--- src/core/icd_pkg.sv ---
// package: opcodes, operation classes and decode carriers for the instruction class decoder
package icd_pkg;

    // ------------------------------------------------------------
    // encoded lengths in bytes and compare-then-step amounts
    // ------------------------------------------------------------
    localparam logic [2:0] ICD_LEN_SHORT = 3'h2;
    localparam logic [2:0] ICD_LEN_LONG = 3'h4;
    localparam logic [1:0] ICD_STEP_ONE = 2'h1;
    localparam logic [1:0] ICD_STEP_TWO = 2'h2;

    // ------------------------------------------------------------
    // operation selectors, one per instruction family
    // ------------------------------------------------------------
    typedef enum logic [5:0] {
        ICD_OP_ADD = 6'h00, ICD_OP_ADD_WITH_CARRY = 6'h01, ICD_OP_SUB = 6'h02,
        ICD_OP_SUBTRACT_WITH_BORROW = 6'h03, ICD_OP_PRODUCT = 6'h04, ICD_OP_QUOTIENT = 6'h05,
        ICD_OP_LONG_QUOTIENT = 6'h06, ICD_OP_ONES_COMPLEMENT = 6'h07, ICD_OP_TWOS_COMPLEMENT = 6'h08,
        ICD_OP_LOGIC = 6'h09, ICD_OP_BIT_SET_CLEAR = 6'h0a, ICD_OP_BIT_COPY = 6'h0b,
        ICD_OP_BIT_LOGIC = 6'h0c, ICD_OP_BIT_COMPARE = 6'h0d, ICD_OP_MASKED_BYTE_FIELD = 6'h0e,
        ICD_OP_COMPARE = 6'h0f, ICD_OP_COMPARE_THEN_DECREMENT = 6'h10,
        ICD_OP_COMPARE_THEN_INCREMENT = 6'h11, ICD_OP_NORMALIZE_COUNT = 6'h12,
        ICD_OP_SHIFT_ROTATE = 6'h13, ICD_OP_ARITH_RIGHT_SHIFT = 6'h14, ICD_OP_MOVE = 6'h15,
        ICD_OP_BYTE_WIDEN_MOVE = 6'h16, ICD_OP_CONDITIONAL_JUMP = 6'h17, ICD_OP_SEGMENT_JUMP = 6'h18,
        ICD_OP_BRANCH_ON_BIT_SET = 6'h19, ICD_OP_BRANCH_ON_BIT_CLEAR = 6'h1a,
        ICD_OP_CONDITIONAL_CALL = 6'h1b, ICD_OP_FAR_SUBROUTINE_CALL = 6'h1c, ICD_OP_PUSH_AND_CALL = 6'h1d,
        ICD_OP_SOFTWARE_TRAP = 6'h1e, ICD_OP_PUSH_POP = 6'h1f, ICD_OP_CONTEXT_SWITCH_PUSH = 6'h20,
        ICD_OP_INTRA_SEGMENT_RETURN = 6'h21, ICD_OP_INTER_SEGMENT_RETURN = 6'h22,
        ICD_OP_INTERRUPT_RETURN = 6'h23, ICD_OP_SOFTWARE_BREAK = 6'h24, ICD_OP_SOFTWARE_RESET = 6'h25,
        ICD_OP_IDLE_ENTRY = 6'h26, ICD_OP_POWER_DOWN_ENTRY = 6'h27, ICD_OP_WATCHDOG_SERVICE = 6'h28,
        ICD_OP_WATCHDOG_ENABLE_CTL = 6'h29, ICD_OP_INIT_LOCK = 6'h2a, ICD_OP_ATOMIC_PREFIX = 6'h2b,
        ICD_OP_REGISTER_PREFIX = 6'h2c, ICD_OP_PAGE_PREFIX = 6'h2d, ICD_OP_SEGMENT_PREFIX = 6'h2e,
        ICD_OP_NULL = 6'h2f, ICD_OP_COPROC_MAC = 6'h30, ICD_OP_ACCUMULATOR_LOAD_STORE = 6'h31
    } icd_op_e;

    typedef enum logic [3:0] {
        ICD_CLS_NONE = 4'h0, ICD_CLS_ARITH = 4'h1, ICD_CLS_MULDIV = 4'h2, ICD_CLS_LOGIC = 4'h3,
        ICD_CLS_BIT = 4'h4, ICD_CLS_COMPARE = 4'h5, ICD_CLS_SHIFT = 4'h6, ICD_CLS_MOVE = 4'h7,
        ICD_CLS_JUMP = 4'h8, ICD_CLS_CALL = 4'h9, ICD_CLS_RETURN = 4'ha, ICD_CLS_STACK = 4'hb,
        ICD_CLS_SYSTEM = 4'hc, ICD_CLS_PREFIX = 4'hd, ICD_CLS_COPROC = 4'he, ICD_CLS_ILLEGAL = 4'hf
    } icd_cls_e;

    // ------------------------------------------------------------
    // carriers
    // ------------------------------------------------------------
    typedef struct packed {
        logic valid;        // instruction present this cycle
        icd_op_e op;        // operation selector
        logic byte_op;      // byte operand size
        logic signed_op;    // signed variant / sign extension
        logic long_form;    // 4-byte form where both forms exist
        logic alt;          // second variant: step by 2, inverted, modify bit, high byte, pop register
        logic cond_met;     // condition code evaluated true
        logic bit_val;      // current value of tested bit
    } icd_instr_s;

    typedef struct packed {
        logic valid;
        icd_cls_e cls;
        logic [2:0] length;
        logic byte_size;
        logic signed_op;
        logic use_carry;
        logic bit_invert;
        logic high_byte;
        logic step_down;
        logic [1:0] step_amt;
        logic sign_extend;
        logic taken;
        logic bit_write;
        logic bit_write_val;
        logic push_first;
        logic pop_reg;
        logic power_down;
    } icd_dec_s;

endpackage

--- src/core/icd_decoder.sv ---
// instruction class decoder: classifies each instruction and reports its encoded length
//
// Function
// - add forms take word or byte, optional carry, 2 or 4 bytes
// - subtract forms take word or byte, optional borrow, 2 or 4 bytes
// - product multiplies two general registers 16x16, signed or unsigned, 2 bytes
// - quotient divides multiply_divide_low by a general register 16/16, signed option
// - long quotient divides the 32-bit pair by a 16-bit register, signed option
// - ones and twos complement act in place on word/byte register, 2 bytes
// - bit copy moves a bit, optionally inverted; bit logic/compare are 4 bytes
// - masked field modify alters high or low byte under mask, 4 bytes
// - compare-then-decrement lowers the register by 1 or 2 per variant
// - compare-then-increment raises the register by 1 or 2 per variant
// - normalize count writes shift count into another word register, 2 bytes
// - arithmetic right shift replicates the sign bit, 2 bytes
// - byte widen move sign- or zero-extends, 2 or 4 bytes
// - conditional jumps are taken only when the condition holds, 4 bytes
// - bit branches jump on set (opt. clear) or clear (opt. set), 4 bytes
// - far subroutine call reaches any code segment, 4 bytes
// - push-and-call pushes a register then far_subroutine_call, 4 bytes
// - context switch push saves then reloads a register, 4 bytes
// - software trap enters a routine chosen by immediate number, 2 bytes
// - intra-segment return optionally pops a register, 2 bytes
// - power-down entry acts only while the interrupt pin is held low, 4 bytes
// - every coprocessor multiply-accumulate instruction uses 4 bytes
`timescale 1ns/1ps

module icd_decoder (
    input wire logic clock,                  // cpu clock, 100 MHz
    input wire logic rst,                    // asynchronous reset, active high
    input wire icd_pkg::icd_instr_s instr_i, // instruction from fetch, same clock
    input wire logic nmi_n_pin,              // non-maskable interrupt pin, active low
    output icd_pkg::icd_dec_s dec_o,         // registered decode result
    output logic nmi_low_o                   // filtered pin level, high while pin is low
);

    // ------------------------------------------------------------
    // helpers
    // ------------------------------------------------------------
    function automatic logic [2:0] op_len(input icd_pkg::icd_op_e op, input logic long_form);
        logic [2:0] len;
        len = icd_pkg::ICD_LEN_LONG;
        case (op)
            icd_pkg::ICD_OP_ADD, icd_pkg::ICD_OP_ADD_WITH_CARRY, icd_pkg::ICD_OP_SUB,
            icd_pkg::ICD_OP_SUBTRACT_WITH_BORROW, icd_pkg::ICD_OP_LOGIC, icd_pkg::ICD_OP_COMPARE,
            icd_pkg::ICD_OP_COMPARE_THEN_DECREMENT, icd_pkg::ICD_OP_COMPARE_THEN_INCREMENT,
            icd_pkg::ICD_OP_MOVE, icd_pkg::ICD_OP_BYTE_WIDEN_MOVE, icd_pkg::ICD_OP_PAGE_PREFIX,
            icd_pkg::ICD_OP_SEGMENT_PREFIX: begin
                len = long_form ? icd_pkg::ICD_LEN_LONG : icd_pkg::ICD_LEN_SHORT;
            end
            icd_pkg::ICD_OP_PRODUCT, icd_pkg::ICD_OP_QUOTIENT, icd_pkg::ICD_OP_LONG_QUOTIENT,
            icd_pkg::ICD_OP_ONES_COMPLEMENT, icd_pkg::ICD_OP_TWOS_COMPLEMENT,
            icd_pkg::ICD_OP_BIT_SET_CLEAR, icd_pkg::ICD_OP_NORMALIZE_COUNT,
            icd_pkg::ICD_OP_SHIFT_ROTATE, icd_pkg::ICD_OP_ARITH_RIGHT_SHIFT,
            icd_pkg::ICD_OP_SOFTWARE_TRAP, icd_pkg::ICD_OP_PUSH_POP,
            icd_pkg::ICD_OP_INTRA_SEGMENT_RETURN, icd_pkg::ICD_OP_INTER_SEGMENT_RETURN,
            icd_pkg::ICD_OP_INTERRUPT_RETURN, icd_pkg::ICD_OP_SOFTWARE_BREAK,
            icd_pkg::ICD_OP_ATOMIC_PREFIX, icd_pkg::ICD_OP_REGISTER_PREFIX, icd_pkg::ICD_OP_NULL: begin
                len = icd_pkg::ICD_LEN_SHORT;
            end
            default: begin
                len = icd_pkg::ICD_LEN_LONG;
            end
        endcase
        return len;
    endfunction

    function automatic icd_pkg::icd_cls_e op_class(input icd_pkg::icd_op_e op);
        icd_pkg::icd_cls_e c;
        c = icd_pkg::ICD_CLS_ILLEGAL;
        case (op)
            icd_pkg::ICD_OP_ADD, icd_pkg::ICD_OP_ADD_WITH_CARRY, icd_pkg::ICD_OP_SUB,
            icd_pkg::ICD_OP_SUBTRACT_WITH_BORROW, icd_pkg::ICD_OP_ONES_COMPLEMENT,
            icd_pkg::ICD_OP_TWOS_COMPLEMENT, icd_pkg::ICD_OP_NORMALIZE_COUNT: c = icd_pkg::ICD_CLS_ARITH;
            icd_pkg::ICD_OP_PRODUCT, icd_pkg::ICD_OP_QUOTIENT,
            icd_pkg::ICD_OP_LONG_QUOTIENT: c = icd_pkg::ICD_CLS_MULDIV;
            icd_pkg::ICD_OP_LOGIC: c = icd_pkg::ICD_CLS_LOGIC;
            icd_pkg::ICD_OP_BIT_SET_CLEAR, icd_pkg::ICD_OP_BIT_COPY, icd_pkg::ICD_OP_BIT_LOGIC,
            icd_pkg::ICD_OP_BIT_COMPARE, icd_pkg::ICD_OP_MASKED_BYTE_FIELD: c = icd_pkg::ICD_CLS_BIT;
            icd_pkg::ICD_OP_COMPARE, icd_pkg::ICD_OP_COMPARE_THEN_DECREMENT,
            icd_pkg::ICD_OP_COMPARE_THEN_INCREMENT: c = icd_pkg::ICD_CLS_COMPARE;
            icd_pkg::ICD_OP_SHIFT_ROTATE, icd_pkg::ICD_OP_ARITH_RIGHT_SHIFT: c = icd_pkg::ICD_CLS_SHIFT;
            icd_pkg::ICD_OP_MOVE, icd_pkg::ICD_OP_BYTE_WIDEN_MOVE: c = icd_pkg::ICD_CLS_MOVE;
            icd_pkg::ICD_OP_CONDITIONAL_JUMP, icd_pkg::ICD_OP_SEGMENT_JUMP,
            icd_pkg::ICD_OP_BRANCH_ON_BIT_SET, icd_pkg::ICD_OP_BRANCH_ON_BIT_CLEAR: c = icd_pkg::ICD_CLS_JUMP;
            icd_pkg::ICD_OP_CONDITIONAL_CALL, icd_pkg::ICD_OP_FAR_SUBROUTINE_CALL,
            icd_pkg::ICD_OP_PUSH_AND_CALL, icd_pkg::ICD_OP_SOFTWARE_TRAP: c = icd_pkg::ICD_CLS_CALL;
            icd_pkg::ICD_OP_INTRA_SEGMENT_RETURN, icd_pkg::ICD_OP_INTER_SEGMENT_RETURN,
            icd_pkg::ICD_OP_INTERRUPT_RETURN: c = icd_pkg::ICD_CLS_RETURN;
            icd_pkg::ICD_OP_PUSH_POP, icd_pkg::ICD_OP_CONTEXT_SWITCH_PUSH: c = icd_pkg::ICD_CLS_STACK;
            icd_pkg::ICD_OP_SOFTWARE_BREAK, icd_pkg::ICD_OP_SOFTWARE_RESET, icd_pkg::ICD_OP_IDLE_ENTRY,
            icd_pkg::ICD_OP_POWER_DOWN_ENTRY, icd_pkg::ICD_OP_WATCHDOG_SERVICE,
            icd_pkg::ICD_OP_WATCHDOG_ENABLE_CTL, icd_pkg::ICD_OP_INIT_LOCK: c = icd_pkg::ICD_CLS_SYSTEM;
            icd_pkg::ICD_OP_ATOMIC_PREFIX, icd_pkg::ICD_OP_REGISTER_PREFIX, icd_pkg::ICD_OP_PAGE_PREFIX,
            icd_pkg::ICD_OP_SEGMENT_PREFIX: c = icd_pkg::ICD_CLS_PREFIX;
            icd_pkg::ICD_OP_NULL: c = icd_pkg::ICD_CLS_NONE;
            icd_pkg::ICD_OP_COPROC_MAC, icd_pkg::ICD_OP_ACCUMULATOR_LOAD_STORE: c = icd_pkg::ICD_CLS_COPROC;
            default: c = icd_pkg::ICD_CLS_ILLEGAL;
        endcase
        return c;
    endfunction

    // ------------------------------------------------------------
    // pin filter: three stages, level accepted when stages two and three agree
    // ------------------------------------------------------------
    logic [2:0] nmi_sync_q;
    logic [2:0] nmi_sync_d;
    logic nmi_low_q;
    logic nmi_low_d;

    always_comb begin
        nmi_sync_d = {nmi_sync_q[1:0], ~nmi_n_pin};
        nmi_low_d = (nmi_sync_q[1] == nmi_sync_q[2]) ? nmi_sync_q[2] : nmi_low_q;
    end

    always_ff @(posedge clock or posedge rst) begin
        if (rst) begin
            nmi_sync_q <= 3'h0;
            nmi_low_q <= 1'b0;
        end else begin
            nmi_sync_q <= nmi_sync_d;
            nmi_low_q <= nmi_low_d;
        end
    end

    // ------------------------------------------------------------
    // decode
    // ------------------------------------------------------------
    icd_pkg::icd_dec_s dec_q;
    icd_pkg::icd_dec_s dec_d;

    always_comb begin
        dec_d = '0;
        if (instr_i.valid) begin
            dec_d.valid = 1'b1;
            dec_d.cls = op_class(instr_i.op);
            dec_d.length = op_len(instr_i.op, instr_i.long_form);
            dec_d.byte_size = instr_i.byte_op;
            case (instr_i.op)
                icd_pkg::ICD_OP_ADD_WITH_CARRY, icd_pkg::ICD_OP_SUBTRACT_WITH_BORROW: begin
                    dec_d.use_carry = 1'b1;
                end
                icd_pkg::ICD_OP_PRODUCT, icd_pkg::ICD_OP_QUOTIENT, icd_pkg::ICD_OP_LONG_QUOTIENT: begin
                    // dividers and multiplier are always word wide
                    dec_d.byte_size = 1'b0;
                    dec_d.signed_op = instr_i.signed_op;
                end
                icd_pkg::ICD_OP_BIT_COPY: begin
                    dec_d.bit_invert = instr_i.alt;
                end
                icd_pkg::ICD_OP_MASKED_BYTE_FIELD: begin
                    dec_d.high_byte = instr_i.alt;
                end
                icd_pkg::ICD_OP_COMPARE_THEN_DECREMENT, icd_pkg::ICD_OP_COMPARE_THEN_INCREMENT: begin
                    dec_d.byte_size = 1'b0;
                    dec_d.step_down = (instr_i.op == icd_pkg::ICD_OP_COMPARE_THEN_DECREMENT);
                    dec_d.step_amt = instr_i.alt ? icd_pkg::ICD_STEP_TWO : icd_pkg::ICD_STEP_ONE;
                end
                icd_pkg::ICD_OP_NORMALIZE_COUNT, icd_pkg::ICD_OP_ARITH_RIGHT_SHIFT: begin
                    dec_d.byte_size = 1'b0;
                    dec_d.sign_extend = (instr_i.op == icd_pkg::ICD_OP_ARITH_RIGHT_SHIFT);
                end
                icd_pkg::ICD_OP_BYTE_WIDEN_MOVE: begin
                    dec_d.byte_size = 1'b1;
                    dec_d.sign_extend = instr_i.signed_op;
                end
                icd_pkg::ICD_OP_CONDITIONAL_JUMP, icd_pkg::ICD_OP_CONDITIONAL_CALL: begin
                    dec_d.taken = instr_i.cond_met;
                end
                icd_pkg::ICD_OP_SEGMENT_JUMP, icd_pkg::ICD_OP_FAR_SUBROUTINE_CALL,
                icd_pkg::ICD_OP_SOFTWARE_TRAP: begin
                    dec_d.taken = 1'b1;
                end
                icd_pkg::ICD_OP_BRANCH_ON_BIT_SET: begin
                    dec_d.taken = instr_i.bit_val;
                    dec_d.bit_write = instr_i.bit_val && instr_i.alt;
                    dec_d.bit_write_val = 1'b0;
                end
                icd_pkg::ICD_OP_BRANCH_ON_BIT_CLEAR: begin
                    dec_d.taken = !instr_i.bit_val;
                    dec_d.bit_write = !instr_i.bit_val && instr_i.alt;
                    dec_d.bit_write_val = 1'b1;
                end
                icd_pkg::ICD_OP_PUSH_AND_CALL, icd_pkg::ICD_OP_CONTEXT_SWITCH_PUSH: begin
                    dec_d.push_first = 1'b1;
                    dec_d.taken = (instr_i.op == icd_pkg::ICD_OP_PUSH_AND_CALL);
                end
                icd_pkg::ICD_OP_INTRA_SEGMENT_RETURN: begin
                    dec_d.pop_reg = instr_i.alt;
                end
                icd_pkg::ICD_OP_POWER_DOWN_ENTRY: begin
                    // with the pin high the request is dropped and the op retires as a no-op
                    dec_d.power_down = nmi_low_q;
                end
                default: begin
                end
            endcase
        end
    end

    always_ff @(posedge clock or posedge rst) begin
        if (rst) begin
            dec_q <= '0;
        end else begin
            dec_q <= dec_d;
        end
    end

    assign dec_o = dec_q;
    assign nmi_low_o = nmi_low_q;
endmodule // icd_decoder

--- config.mk ---
export PLATFORM = sky130hd
export DESIGN_NAME = icd_decoder
export DESIGN_NICKNAME = d
export VERILOG_FILES = /design/src/core/icd_pkg.sv /design/src/core/icd_decoder.sv
export SDC_FILE = /design/constraint.sdc
export NUM_CORES = 1
export LEC_CHECK = 0
export BUFFER_PORTS_ARGS = -buffer_cell sky130_fd_sc_hd__buf_2
export CAP_MARGIN = 15
export CELL_PAD_IN_SITES_DETAIL_PLACEMENT = 1
export CELL_PAD_IN_SITES_GLOBAL_PLACEMENT = 2
export CORE_MARGIN = 1
export CORE_UTILIZATION = 28
export DETAILED_ROUTE_END_ITERATION = 12
export PLACE_DENSITY = 0.81
export SLEW_MARGIN = 20
export SYNTH_ARGS = -nofsm -noshare
export SYNTH_HDL_FRONTEND = slang
export SYNTH_SLANG_ARGS = --single-unit
export TNS_END_PERCENT = 1
--- constraint.sdc ---
create_clock -name clock -period 0.8 [get_ports clock]
set_input_delay 0.16 -clock clock [delete_from_list [all_inputs] [get_ports clock]]
set_output_delay 0.16 -clock clock [all_outputs]
set_load 0.01 [all_outputs]
; ---- After elaboration in Yosys (flattened, before gate mapping)
; Memories as Yosys holds them, arrays and structs flattened.
; Cells that the tools add are included.
[totals]
regBits = 27
mem_bits_ro = 256
inputBits = 16
output_inout_bits = 24
wordCells = 92
n_memories = 1
[mem_list]
columns = memory, words, word_bits, rd, rd_clocked_by_memory_dff, wr, line
row1 = (name not given), 64, 4, 1, 0, 0, icd_decoder.sv:71  ; case (op)
[classes]
n_eq_ne = 41
mux = 16
bitwise = 1
n_reduce_logical = 14
[op_table]
columns = operator, count
row1 = 6-bit by 5-bit equality test with 1-bit output (second input constant), 16
row2 = 6-bit equality test (second input constant), 11
row3 = 6-bit by 4-bit equality test with 1-bit output (second input constant), 6
row4 = 6-bit by 3-bit equality test with 1-bit output (second input constant), 4
row5 = 23-bit two-way mux, 1
row6 = 18-bit OR reduction, 1
row7 = 6-bit by 2-bit equality test with 1-bit output (second input constant), 2
row8 = 12-bit OR reduction, 1
row9 = 2-bit OR reduction, 5
row10 = 1-bit two-way mux, 7
row11 = 7-bit OR reduction, 1
row12 = 6-bit by 1-bit equality test with 1-bit output (second input constant), 1
row13 = 6-bit zero test, 1
row14 = 3-bit two-way mux, 2
row15 = 3-bit one-hot mux with 2 select lines, 1
row16 = 3-bit OR reduction, 2
row17 = 1-bit one-hot mux with 5 select lines, 1
row18 = 1-bit one-hot mux with 2 select lines, 2
row19 = 2-bit one-hot mux with 2 select lines, 1
row20 = 1-bit logical AND, 2
row21 = 2-bit two-way mux, 1
row22 = 1-bit equality test, 1
row23 = 1-bit zero test, 1
row24 = 1-bit NOT, 1

; ---- Depth between registers and ports, before layout
; Gate-level depths: netlist of run 1.
[logic_depth]
ltp_word = 4
mapped_depth = 10
ltp_nobuf = 9

; ---- Worst setup path after synthesis of run 1
; No wires, ideal clock.
[synth_path]
kind = in2reg
startpoint = input instr_i[6] (netlist name)
endpoint = register dec_q, in the netlist dec_o[5]
setup_ns = 0.130
t_arrival_ns = 1.621
required_time_ns = 0.670
slack_ns = -0.951
path_stages = 10
path_buffers = 1
cell_sequence = inv_1 -> ha_1 -> buf_2 -> and3_1 -> ha_1 -> or2_2 -> a21oi_1 -> a31oi_1 -> o31ai_1 -> a21oi_1
[synth_rtl]
columns = element, line
row1 = start: declaration, icd_decoder.sv:31  ; input wire icd_pkg::icd_instr_s instr_i,
row2 = end signal: assignment, icd_decoder.sv:203  ; dec_q <= '0;
row3 = end signal: assignment, icd_decoder.sv:205  ; dec_q <= dec_d;
row4 = end: declaration, icd_decoder.sv:129  ; icd_pkg::icd_dec_s dec_q;

==> results of run 1 <==
==> per-stage QoR <==
stage,std cells,hold WS (ns),utilization,setup slack [ns],instance area (µm²)
6_report,315,0.0216,0.471,-0.561,2450
4_1_cts,315,0.0206,0.461,-0.555,2400
3_5_place_dp,308,0.206,0.419,-1.00,2180
2_1_floorplan,161,0.191,-,-0.773,1600
3_3_place_gp,308,0.195,0.419,-0.926,2180
5_1_grt,315,0.00650,0.471,-0.631,2450
==> area by class of cell <==
| class | count | area share |
|---|---|---|
| multi-input combinational | 112 | 0.371 |
| timing repair buffer | 94 | 0.280 |
| sequential | 26 | 0.265 |
| tap | 70 | 0.0357 |
| inverter | 9 | 0.0189 |
| clock buffer | 3 | 0.0168 |
| clock inverter | 1 | 0.0123 |
==> timing repair <==
item	in CTS	in global routing
setup buffers	2	0
resized for setup	29	11
endpoints found under the setup margin	44	44
pin swaps	12	2
hold endpoints to repair	26	0
hold buffers	1	0
==> state kept, by name, summed over array words and instances (netlist names) <==
name	count
nmi_low_o	1
dec_o	22
nmi_sync_q	3
==> power breakdown <==
part / switching, mW / internal, mW / leakage [nW]
logic: 0.447 / 0.437 / 0.828
clock network: 0.396 / 0.669 / 0.0357
registers: 0.0142 / 1.36 / 0.343
==> cell usage after synthesis (2+ instances only) <==
cell | number | area [µm²]
buf_2 | 6 | 30.0
nor2_1 | 10 | 37.5
a31oi_1 | 3 | 18.8
nor2b_1 | 5 | 31.3
buf_4 | 2 | 15.0
nand3_1 | 7 | 35.0
clkbuf_1 | 2 | 7.51
inv_1 | 9 | 33.8
and2_1 | 2 | 12.5
o21ai_0 | 4 | 20.0
a221oi_1 | 3 | 26.3
o21bai_1 | 2 | 15.0
a21oi_1 | 11 | 55.1
dfrtp_1 | 26 | 651
nor4_1 | 3 | 18.8
nand2_1 | 10 | 37.5
o211ai_1 | 4 | 30.0
nand4_1 | 3 | 18.8
ha_1 | 7 | 87.6
mux2i_1 | 3 | 30.0
buf_6 | 4 | 45.0
nor3_1 | 6 | 30.0
or2_2 | 2 | 12.5
nand2b_1 | 5 | 31.3
==> cell families after synthesis <==
family | Yosys count | synth area share
AND/OR/NAND/NOR | 60 | 0.206
AO/OA/AOI/OAI | 40 | 0.200
flip-flops | 26 | 0.423
buffers and inverters | 23 | 0.0855
adder cells (fa/ha/maj) | 8 | 0.0635
multiplexers | 3 | 0.0195
other | 1 | 0.00244
==> routing by layer <==
layer / vias up / GRT usage / wire length [µm] / part of all wire
li1: 736 / - / - / -
met1: 725 / 0.226 / 2170 / 0.45
met2: 28 / 0.306 / 2500 / 0.52
met3: 5 / 0.00958 / 100 / 0.021
met4: 0 / 0.0577 / 64 / 0.013
met5: - / 0 / 0 / 0
==> path summary, 6_finish.rpt <==
check | cells after the start | startpoint | end
max | 10 | instr_i[6] | dec_o[5]$_DFF_PP0_
min | 2 | nmi_n_pin | nmi_sync_q[0]$_DFF_PP0_
max reg2reg | 1 | nmi_low_o$_DFFE_PP0N_ | nmi_low_o$_DFFE_PP0N_
min reg2reg | 0 | nmi_sync_q[0]$_DFF_PP0_ | nmi_sync_q[1]$_DFF_PP0_
max in group asynchronous | 4 | rst | dec_o[18]$_DFF_PP0_
min in group asynchronous | 4 | rst | dec_o[3]$_DFF_PP0_
==> results.json, run 1 <==
{
  "maxCapViolations": 0,
  "synth_cells": 161,
  "grt_overflow": 0,
  "synth-edff-count": 0,
  "htreeDepth": 1,
  "fin_crit_sh": 1.70,
  "die_h_um": 76.1,
  "crit_slowest_cell": "or2_4",
  "critPathMostFrequentCell": "ha_4",
  "cts_sinks": 26,
  "cp_top_family": "compound AO/OA/AOI/OAI gates",
  "drcViolationCount": 0,
  "row_count": 26,
  "layout_common_cells": "buf_4 (49), buf_2 (34), dfrtp_1 (26)",
  "finalSetupTns_ns": -7.54,
  "synth_ff_type": "dfrtp_1",
  "critPathKind": "primary input to flip-flop",
  "finClkSkew_ns": 0.000286,
  "grt_pass1_wl_um": 7960,
  "worstSkewPairLatency_ns": 0.27,
  "setup_violations": 41,
  "avgViaCountPerCell": 4.74,
  "ys_ff_latch": 26,
  "crit_fanout": 4,
  "hpwl_um": 3700,
  "clock.fmax_ghz": 0.735,
  "rsz0062_at_grt": "yes",
  "power.density_nw_per_um2": 1360,
  "critical_path.cell_chain": "buf_12, inv_12, ha_4, and3_4, ha_4, or2_4, a21oi_2, a31oi_1, o31ai_1, a21oi_1",
  "area_growth_syn_to_layout_pct": 59.5,
  "syn-cell-area_um2": 1540,
  "drive_gt1_frac": 0.522,
  "hold_viol": 0,
  "grt_pass1_vias": 1589,
  "max_stage_delay_ns": 0.23,
  "core_area_um2": 5200,
  "violations": "negative setup slack",
  "seqCellArea_um2": 651,
  "port_buffers": 38,
  "antenna_found_initial": 0,
  "yosysUniqueCellTypes": 46,
  "die-area_um2": 5790,
  "synth.avg_cell_area_um2": 9.54,
  "synth-async-reset-ratio": 1.00,
  "critPathBufInv": 2,
  "cts_tree": "done",
  "min_period_ns": 1.36,
  "syn-num-nets": 184,
  "cp.required_ns": 0.95,
  "grt_max_degree": 27,
  "nNetsFinal": 269,
  "die_x_um": 76.1,
  "start_util": 0.295,
  "routabilityCongestion": 0.848,
  "ys_seq_area_frac": 0.423,
  "diodes": 0,
  "first_pass_iters": 4,
  "fin_ws_ns": -0.561,
  "drv_slew": 0,
  "cp-start-kind": "primary input",
  "num_io_pins": 40,
  "status": "finished, violations left",
  "final_common_cell": "buf_4",
  "wirelength_um": 4830,
  "ys_warn_count": 0,
  "initialDrtViolationCount": 52,
  "ant_nets": 0,
  "reg2reg_slack_ns": 0,
  "p_total_mw": 3.32,
  "num_vias": 1494,
  "multi_input_area_um2": 908,
  "fill_cells": 612,
  "clkTransAtPathRegs_ns": 0.09,
  "grt.total_usage": 0.174,
  "leakagePower_nw": 1.21,
  "root_buffer": "clkbuf_8",
  "clock_path_buffers": 2,
  "min_path_type": "primary input to flip-flop",
  "peakVddDrop_mv": 0.525,
  "cts_buffers": 3,
  "wl_per_cell_um": 15.3,
  "cp_data_arrival_time_ns": 1.51,
  "cp-end-kind": "flip-flop"
}
No activity file was read; power rests on OpenSTA's default activity.
==> run 2: changes to the inputs <==
--- a/config.mk
+++ b/config.mk
@@ -12,6 +12,7 @@
 export CORE_MARGIN = 1
 export CORE_UTILIZATION = 28
 export DETAILED_ROUTE_END_ITERATION = 12
+export HOLD_SLACK_MARGIN = 0.05
 export PLACE_DENSITY = 0.81
 export SLEW_MARGIN = 20
 export SYNTH_ARGS = -nofsm -noshare
==> constraint.sdc (replaced) <==
create_clock -name clock -period 1.25 [get_ports clock]
set_input_delay 0.25 -clock clock [delete_from_list [all_inputs] [get_ports clock]]
set_output_delay 0.25 -clock clock [all_outputs]
set_load 0.01 [all_outputs]
==> results.json, run 2 (synthesized netlist as in run 1, its figures left out) <==
{
  "status": "finished, violations left",
  "violations": "negative setup slack",
  "min_path_type": "primary input to flip-flop",
  "wl_per_cell_um": 15.2,
  "clkTransAtPathRegs_ns": 0.09,
  "hold_viol": 0,
  "cts_buffers": 3,
  "rsz0062_at_grt": "yes",
  "drcViolationCount": 0,
  "clock_path_buffers": 2,
  "internal_power_mw": 1.41,
  "antenna_found_initial": 0,
  "drv_slew": 0,
  "avgViaCountPerCell": 4.87,
  "dp_slack_ns": -0.655,
  "num_io_pins": 40,
  "fin_ws_ns": -0.177,
  "root_buffer": "clkbuf_8",
  "initialDrtViolationCount": 93,
  "maxCapViolations": 0,
  "cp_data_arrival_time_ns": 1.58,
  "drive_gt1_frac": 0.506,
  "grt_overflow": 0,
  "seq_power_share": 0.454,
  "fin_crit_sh": 1.14,
  "finClkSkew_ns": 0.000857,
  "cp-end-kind": "flip-flop",
  "cp-start-kind": "primary input",
  "min_period_ns": 1.43,
  "largest_reg_flops": 22,
  "fill_cells": 627,
  "comb_power_share": 0.275,
  "p_total_mw": 1.94,
  "setup_violations": 5,
  "grt_max_degree": 27,
  "routabilityCongestion": 0.834,
  "die_h_um": 76.1,
  "start_util": 0.295,
  "p_switching_mw": 0.529,
  "grt_pass1_wl_um": 8000,
  "grt_pass1_vias": 1611,
  "power.density_nw_per_um2": 824,
  "p_sw_frac": 0.273,
  "port_buffers": 38,
  "crit_fanout": 7,
  "final_common_cell": "buf_4",
  "core_area_um2": 5200,
  "worstSkewPairLatency_ns": 0.26,
  "ant_nets": 0,
  "hpwl_um": 3640,
  "layout_common_cells": "buf_4 (49), buf_2 (35), dfrtp_1 (26)",
  "row_count": 26,
  "wirelength_um": 4730,
  "cp.required_ns": 1.40,
  "area_growth_syn_to_layout_pct": 53.1,
  "leakagePower_nw": 1.15,
  "cts_sinks": 26,
  "grt.total_usage": 0.174,
  "pwr-share-clk": 0.271,
  "htreeDepth": 1,
  "die-area_um2": 5790,
  "first_pass_iters": 4,
  "cts_tree": "done",
  "peakVddDrop_mv": 0.492,
  "critPathKind": "primary input to flip-flop",
  "num_vias": 1516,
  "diodes": 0,
  "clock.fmax_ghz": 0.701,
  "die_x_um": 76.1,
  "nNetsFinal": 265
}
-- run 2: final cells by class --
| cell class | count | area (µm²) | area share |
|---|---|---|---|
| inverter | 9 | 48.8 | 0.0207 |
| multi-input combinational | 112 | 896 | 0.381 |
| timing repair buffer | 90 | 614 | 0.261 |
| sequential | 26 | 651 | 0.277 |
| clock buffer | 4 | 55.1 | 0.0234 |
| tap | 70 | 87.6 | 0.0372 |
-- run 2: worst paths after layout --
kind | startpoint | end | slack, ns | cells past startpoint
setup reg to reg | nmi_low_o$_DFFE_PP0N_ | nmi_low_o$_DFFE_PP0N_ | 0.38 | 1
hold / removal | nmi_n_pin | nmi_sync_q[0]$_DFF_PP0_ | 0.12 | 2
min in group asynchronous | rst | dec_o[1]$_DFF_PP0_ | 0.57 | 4
hold reg to reg | nmi_sync_q[0]$_DFF_PP0_ | nmi_sync_q[1]$_DFF_PP0_ | 0.36 | 0
max in group asynchronous | rst | dec_o[9]$_DFF_PP0_ | 0.44 | 4
setup / recovery | instr_i[6] | dec_o[16]$_DFF_PP0_ | -0.18 | 8
-- run 2: what timing repair did --
action | 4_1_cts | 5_1_grt
hold buffers | 1 | 0
endpoints found under the setup margin | 6 | 9
gates resized for setup | 25 | 8
gates cloned | 0 | 0
setup buffers | 2 | 1
endpoints found under the hold margin | 26 | 0
pin swaps | 14 | 7
-- run 2: metrics by stage --
stage / cell area (µm²) / cells / hold slack (ns) / TNS [ns] / utilization
after global routing: 2350 / 311 / 0.105 / -1.03 / 0.452
after floorplan: 1600 / 161 / 0.281 / -1.47 / -
after global placement: 2130 / 303 / 0.309 / -4.69 / 0.410
final: 2350 / 311 / 0.119 / -0.556 / 0.452
after CTS: 2320 / 310 / 0.111 / -0.647 / 0.446
after detailed placement: 2130 / 303 / 0.324 / -5.09 / 0.410
-- run 2: worst max-delay path: stages --
cell       delay [ns]
buf_12           0.11
buf_4            0.14
ha_4             0.20
mux2i_4          0.19
o2bb2ai_4        0.10
a2111oi_4        0.35
or2_1            0.16
a31oi_1          0.07
-- run 2: metal layers --
| layer | GRT usage | up-vias | wire, µm |
|---|---|---|---|
| li1 | - | 724 | - |
| met1 | 0.221 | 747 | 2140 |
| met2 | 0.312 | 39 | 2360 |
| met3 | 0.0132 | 6 | 163 |
| met4 | 0.0558 | 0 | 63 |
| met5 | 0 | - | 0 |
-- run 2: power groups by stage --
| stage | combinational [mW] | clock, mW | sequential, mW |
|---|---|---|---|
| 2_1_floorplan | 0.240 | 0 | 0.913 |
| 3_3_place_gp | 0.456 | 0 | 0.898 |
| 3_5_place_dp | 0.468 | 0 | 0.898 |
| 4_1_cts | 0.522 | 0.550 | 0.882 |
| 5_1_grt | 0.579 | 0.574 | 0.885 |
| 6_report | 0.533 | 0.526 | 0.881 |
==> run 3: changes to the inputs <==
--- a/config.mk
+++ b/config.mk
@@ -10,10 +10,10 @@
 export CELL_PAD_IN_SITES_DETAIL_PLACEMENT = 1
 export CELL_PAD_IN_SITES_GLOBAL_PLACEMENT = 2
 export CORE_MARGIN = 1
-export CORE_UTILIZATION = 28
+export CORE_UTILIZATION = 31
 export DETAILED_ROUTE_END_ITERATION = 12
 export HOLD_SLACK_MARGIN = 0.05
-export PLACE_DENSITY = 0.81
+export PLACE_DENSITY = 0.9
 export SLEW_MARGIN = 20
 export SYNTH_ARGS = -nofsm -noshare
 export SYNTH_HDL_FRONTEND = slang
==> constraint.sdc (replaced) <==
create_clock -name clock -period 1.59 [get_ports clock]
set_input_delay 0.318 -clock clock [delete_from_list [all_inputs] [get_ports clock]]
set_output_delay 0.318 -clock clock [all_outputs]
set_load 0.01 [all_outputs]
==> results.json, run 3 (synthesized netlist as in run 1, its figures left out) <==
{
  "dr_wl_met2_um": 2380,
  "cts_buffers": 3,
  "maxCapViolations": 0,
  "multi_input_area_um2": 821,
  "die_h_um": 72.4,
  "fin_ws_ns": 0.0645,
  "root_buffer": "clkbuf_8",
  "top_layer": "met4",
  "rsz0062_at_grt": "yes",
  "final_common_cell": "buf_4",
  "num_vias": 1486,
  "grt.total_usage": 0.185,
  "drv_slew": 0,
  "die_x_um": 72.4,
  "fin_crit_sh": 0.959,
  "wl_met3_um": 149,
  "clock_path_buffers": 2,
  "clkTransAtPathRegs_ns": 0.09,
  "avgViaCountPerCell": 4.97,
  "wl_met1_um": 1970,
  "fill_cells": 577,
  "leakagePower_nw": 1.10,
  "drcViolationCount": 0,
  "cp-end-kind": "flip-flop",
  "start_util": 0.323,
  "htreeDepth": 1,
  "antenna_found_initial": 0,
  "cp.required_ns": 1.75,
  "cts_tree": "done",
  "die-area_um2": 5240,
  "critPathKind": "primary input to flip-flop",
  "dp_slack_ns": -0.379,
  "clock.fmax_ghz": 0.656,
  "finClkSkew_ns": 0.00152,
  "diodes": 0,
  "reg2reg_slack_ns": 0.71,
  "grt_max_degree": 27,
  "initialDrtViolationCount": 56,
  "min_path_type": "primary input to asynchronous set/reset pin",
  "port_buffers": 38,
  "wirelength_um": 4550,
  "layout_common_cells": "buf_4 (41), buf_2 (36), dfrtp_1 (26)",
  "worstSkewPairLatency_ns": 0.27,
  "grt_overflow": 0,
  "cp-start-kind": "primary input",
  "min_period_ns": 1.53,
  "cts_hold_buf": 0,
  "setup_violations": 0,
  "wl_per_cell_um": 15.2,
  "drive_gt1_frac": 0.440,
  "finalSetupTns_ns": 0,
  "num_io_pins": 40,
  "reg2regPathDepth": 1,
  "largest_reg_flops": 22,
  "cp_data_arrival_time_ns": 1.68,
  "crit_fanout": 5,
  "power.density_nw_per_um2": 724,
  "timing.rr.start": "nmi_low_o$_DFFE_PP0N_",
  "peakVddDrop_mv": 0.352,
  "grt_pass1_wl_um": 7360,
  "hold_viol": 0,
  "hpwl_um": 3470,
  "seqCellArea_um2": 651,
  "grt_pass1_vias": 1488,
  "routabilityCongestion": 0.856,
  "ant_nets": 0,
  "r2r_end": "nmi_low_o$_DFFE_PP0N_",
  "nNetsFinal": 256,
  "status": "complete, no violations",
  "area_growth_syn_to_layout_pct": 44.7,
  "cts_sinks": 26,
  "row_count": 25,
  "first_pass_iters": 4,
  "core_area_um2": 4750
}
[run 3: cell types whose count changed in the layout (fill, tap and decap cells not counted), sizes merged]
| cell | before | now |
|---|---|---|
| buf | 88 | 81 |
| clkbuf | 5 | 3 |
| bufinv | 0 | 1 |
| dlygate4sd3 | 1 | 0 |
[run 3: metrics by stage]
| step | instance area [µm²] | instances | hold slack (ns) | power, mW | util |
|---|---|---|---|---|---|
| floorplan | 1600 | 161 | 0.331 | 0.906 | - |
| finish | 2220 | 299 | 0.0857 | 1.61 | 0.468 |
| global placement | 2100 | 294 | 0.334 | 1.06 | 0.441 |
| detailed placement | 2100 | 294 | 0.344 | 1.06 | 0.441 |
| CTS | 2180 | 298 | 0.0937 | 1.61 | 0.458 |
| global route | 2220 | 299 | 0.136 | 1.68 | 0.468 |
[run 3: final cells by class]
type | count | share of cell area
Inverter | 9 | 0.0208
Multi-Input combinational cell | 112 | 0.369
Sequential cell | 26 | 0.293
Clock inverter | 1 | 0.0135
Timing Repair Buffer | 81 | 0.248
Clock buffer | 3 | 0.0186
Tap cell | 67 | 0.0377
[run 3: power by group]
| part | leakage, nW | internal (mW) | switching, mW |
|---|---|---|---|
| combinational | 0.724 | 0.176 | 0.198 |
| clock | 0.0357 | 0.337 | 0.207 |
| sequential | 0.343 | 0.685 | 0.00791 |
[run 3: layer usage]
| metal | up-vias | track usage |
|---|---|---|
| met5 | - | 0 |
| met3 | 4 | 0.0153 |
| li1 | 708 | - |
| met1 | 737 | 0.229 |
| met4 | 0 | 0.0588 |
| met2 | 37 | 0.336 |
[run 3: worst max-delay path by stage]
stage,from,end,slack (ns),cells past startpoint
after floorplan,instr_i[6],dec_o[5]$_DFF_PP0_,-0.14,10
after global placement,instr_i[7],dec_o[16]$_DFF_PP0_,-0.33,8
after detailed placement,instr_i[7],dec_o[16]$_DFF_PP0_,-0.38,8
after CTS,instr_i[7],dec_o[16]$_DFF_PP0_,-0.004,9
after global routing,instr_i[6],dec_o[5]$_DFF_PP0_,-0.04,10
final,instr_i[6],dec_o[5]$_DFF_PP0_,0.06,10
[run 3: critical path, stage by stage]
cell	delay [ns]
buf_12	0.10
inv_12	0.03
ha_4	0.17
and3_4	0.16
ha_4	0.15
or2_4	0.23
a21oi_2	0.13
a31oi_1	0.05
o31ai_1	0.24
a21oi_1	0.10
[run 3: repair_timing]
action	4_1_cts	5_1_grt
resized for setup	3	11
pin swaps	2	9
setup endpoints to repair	3	3
setup buffers	0	1
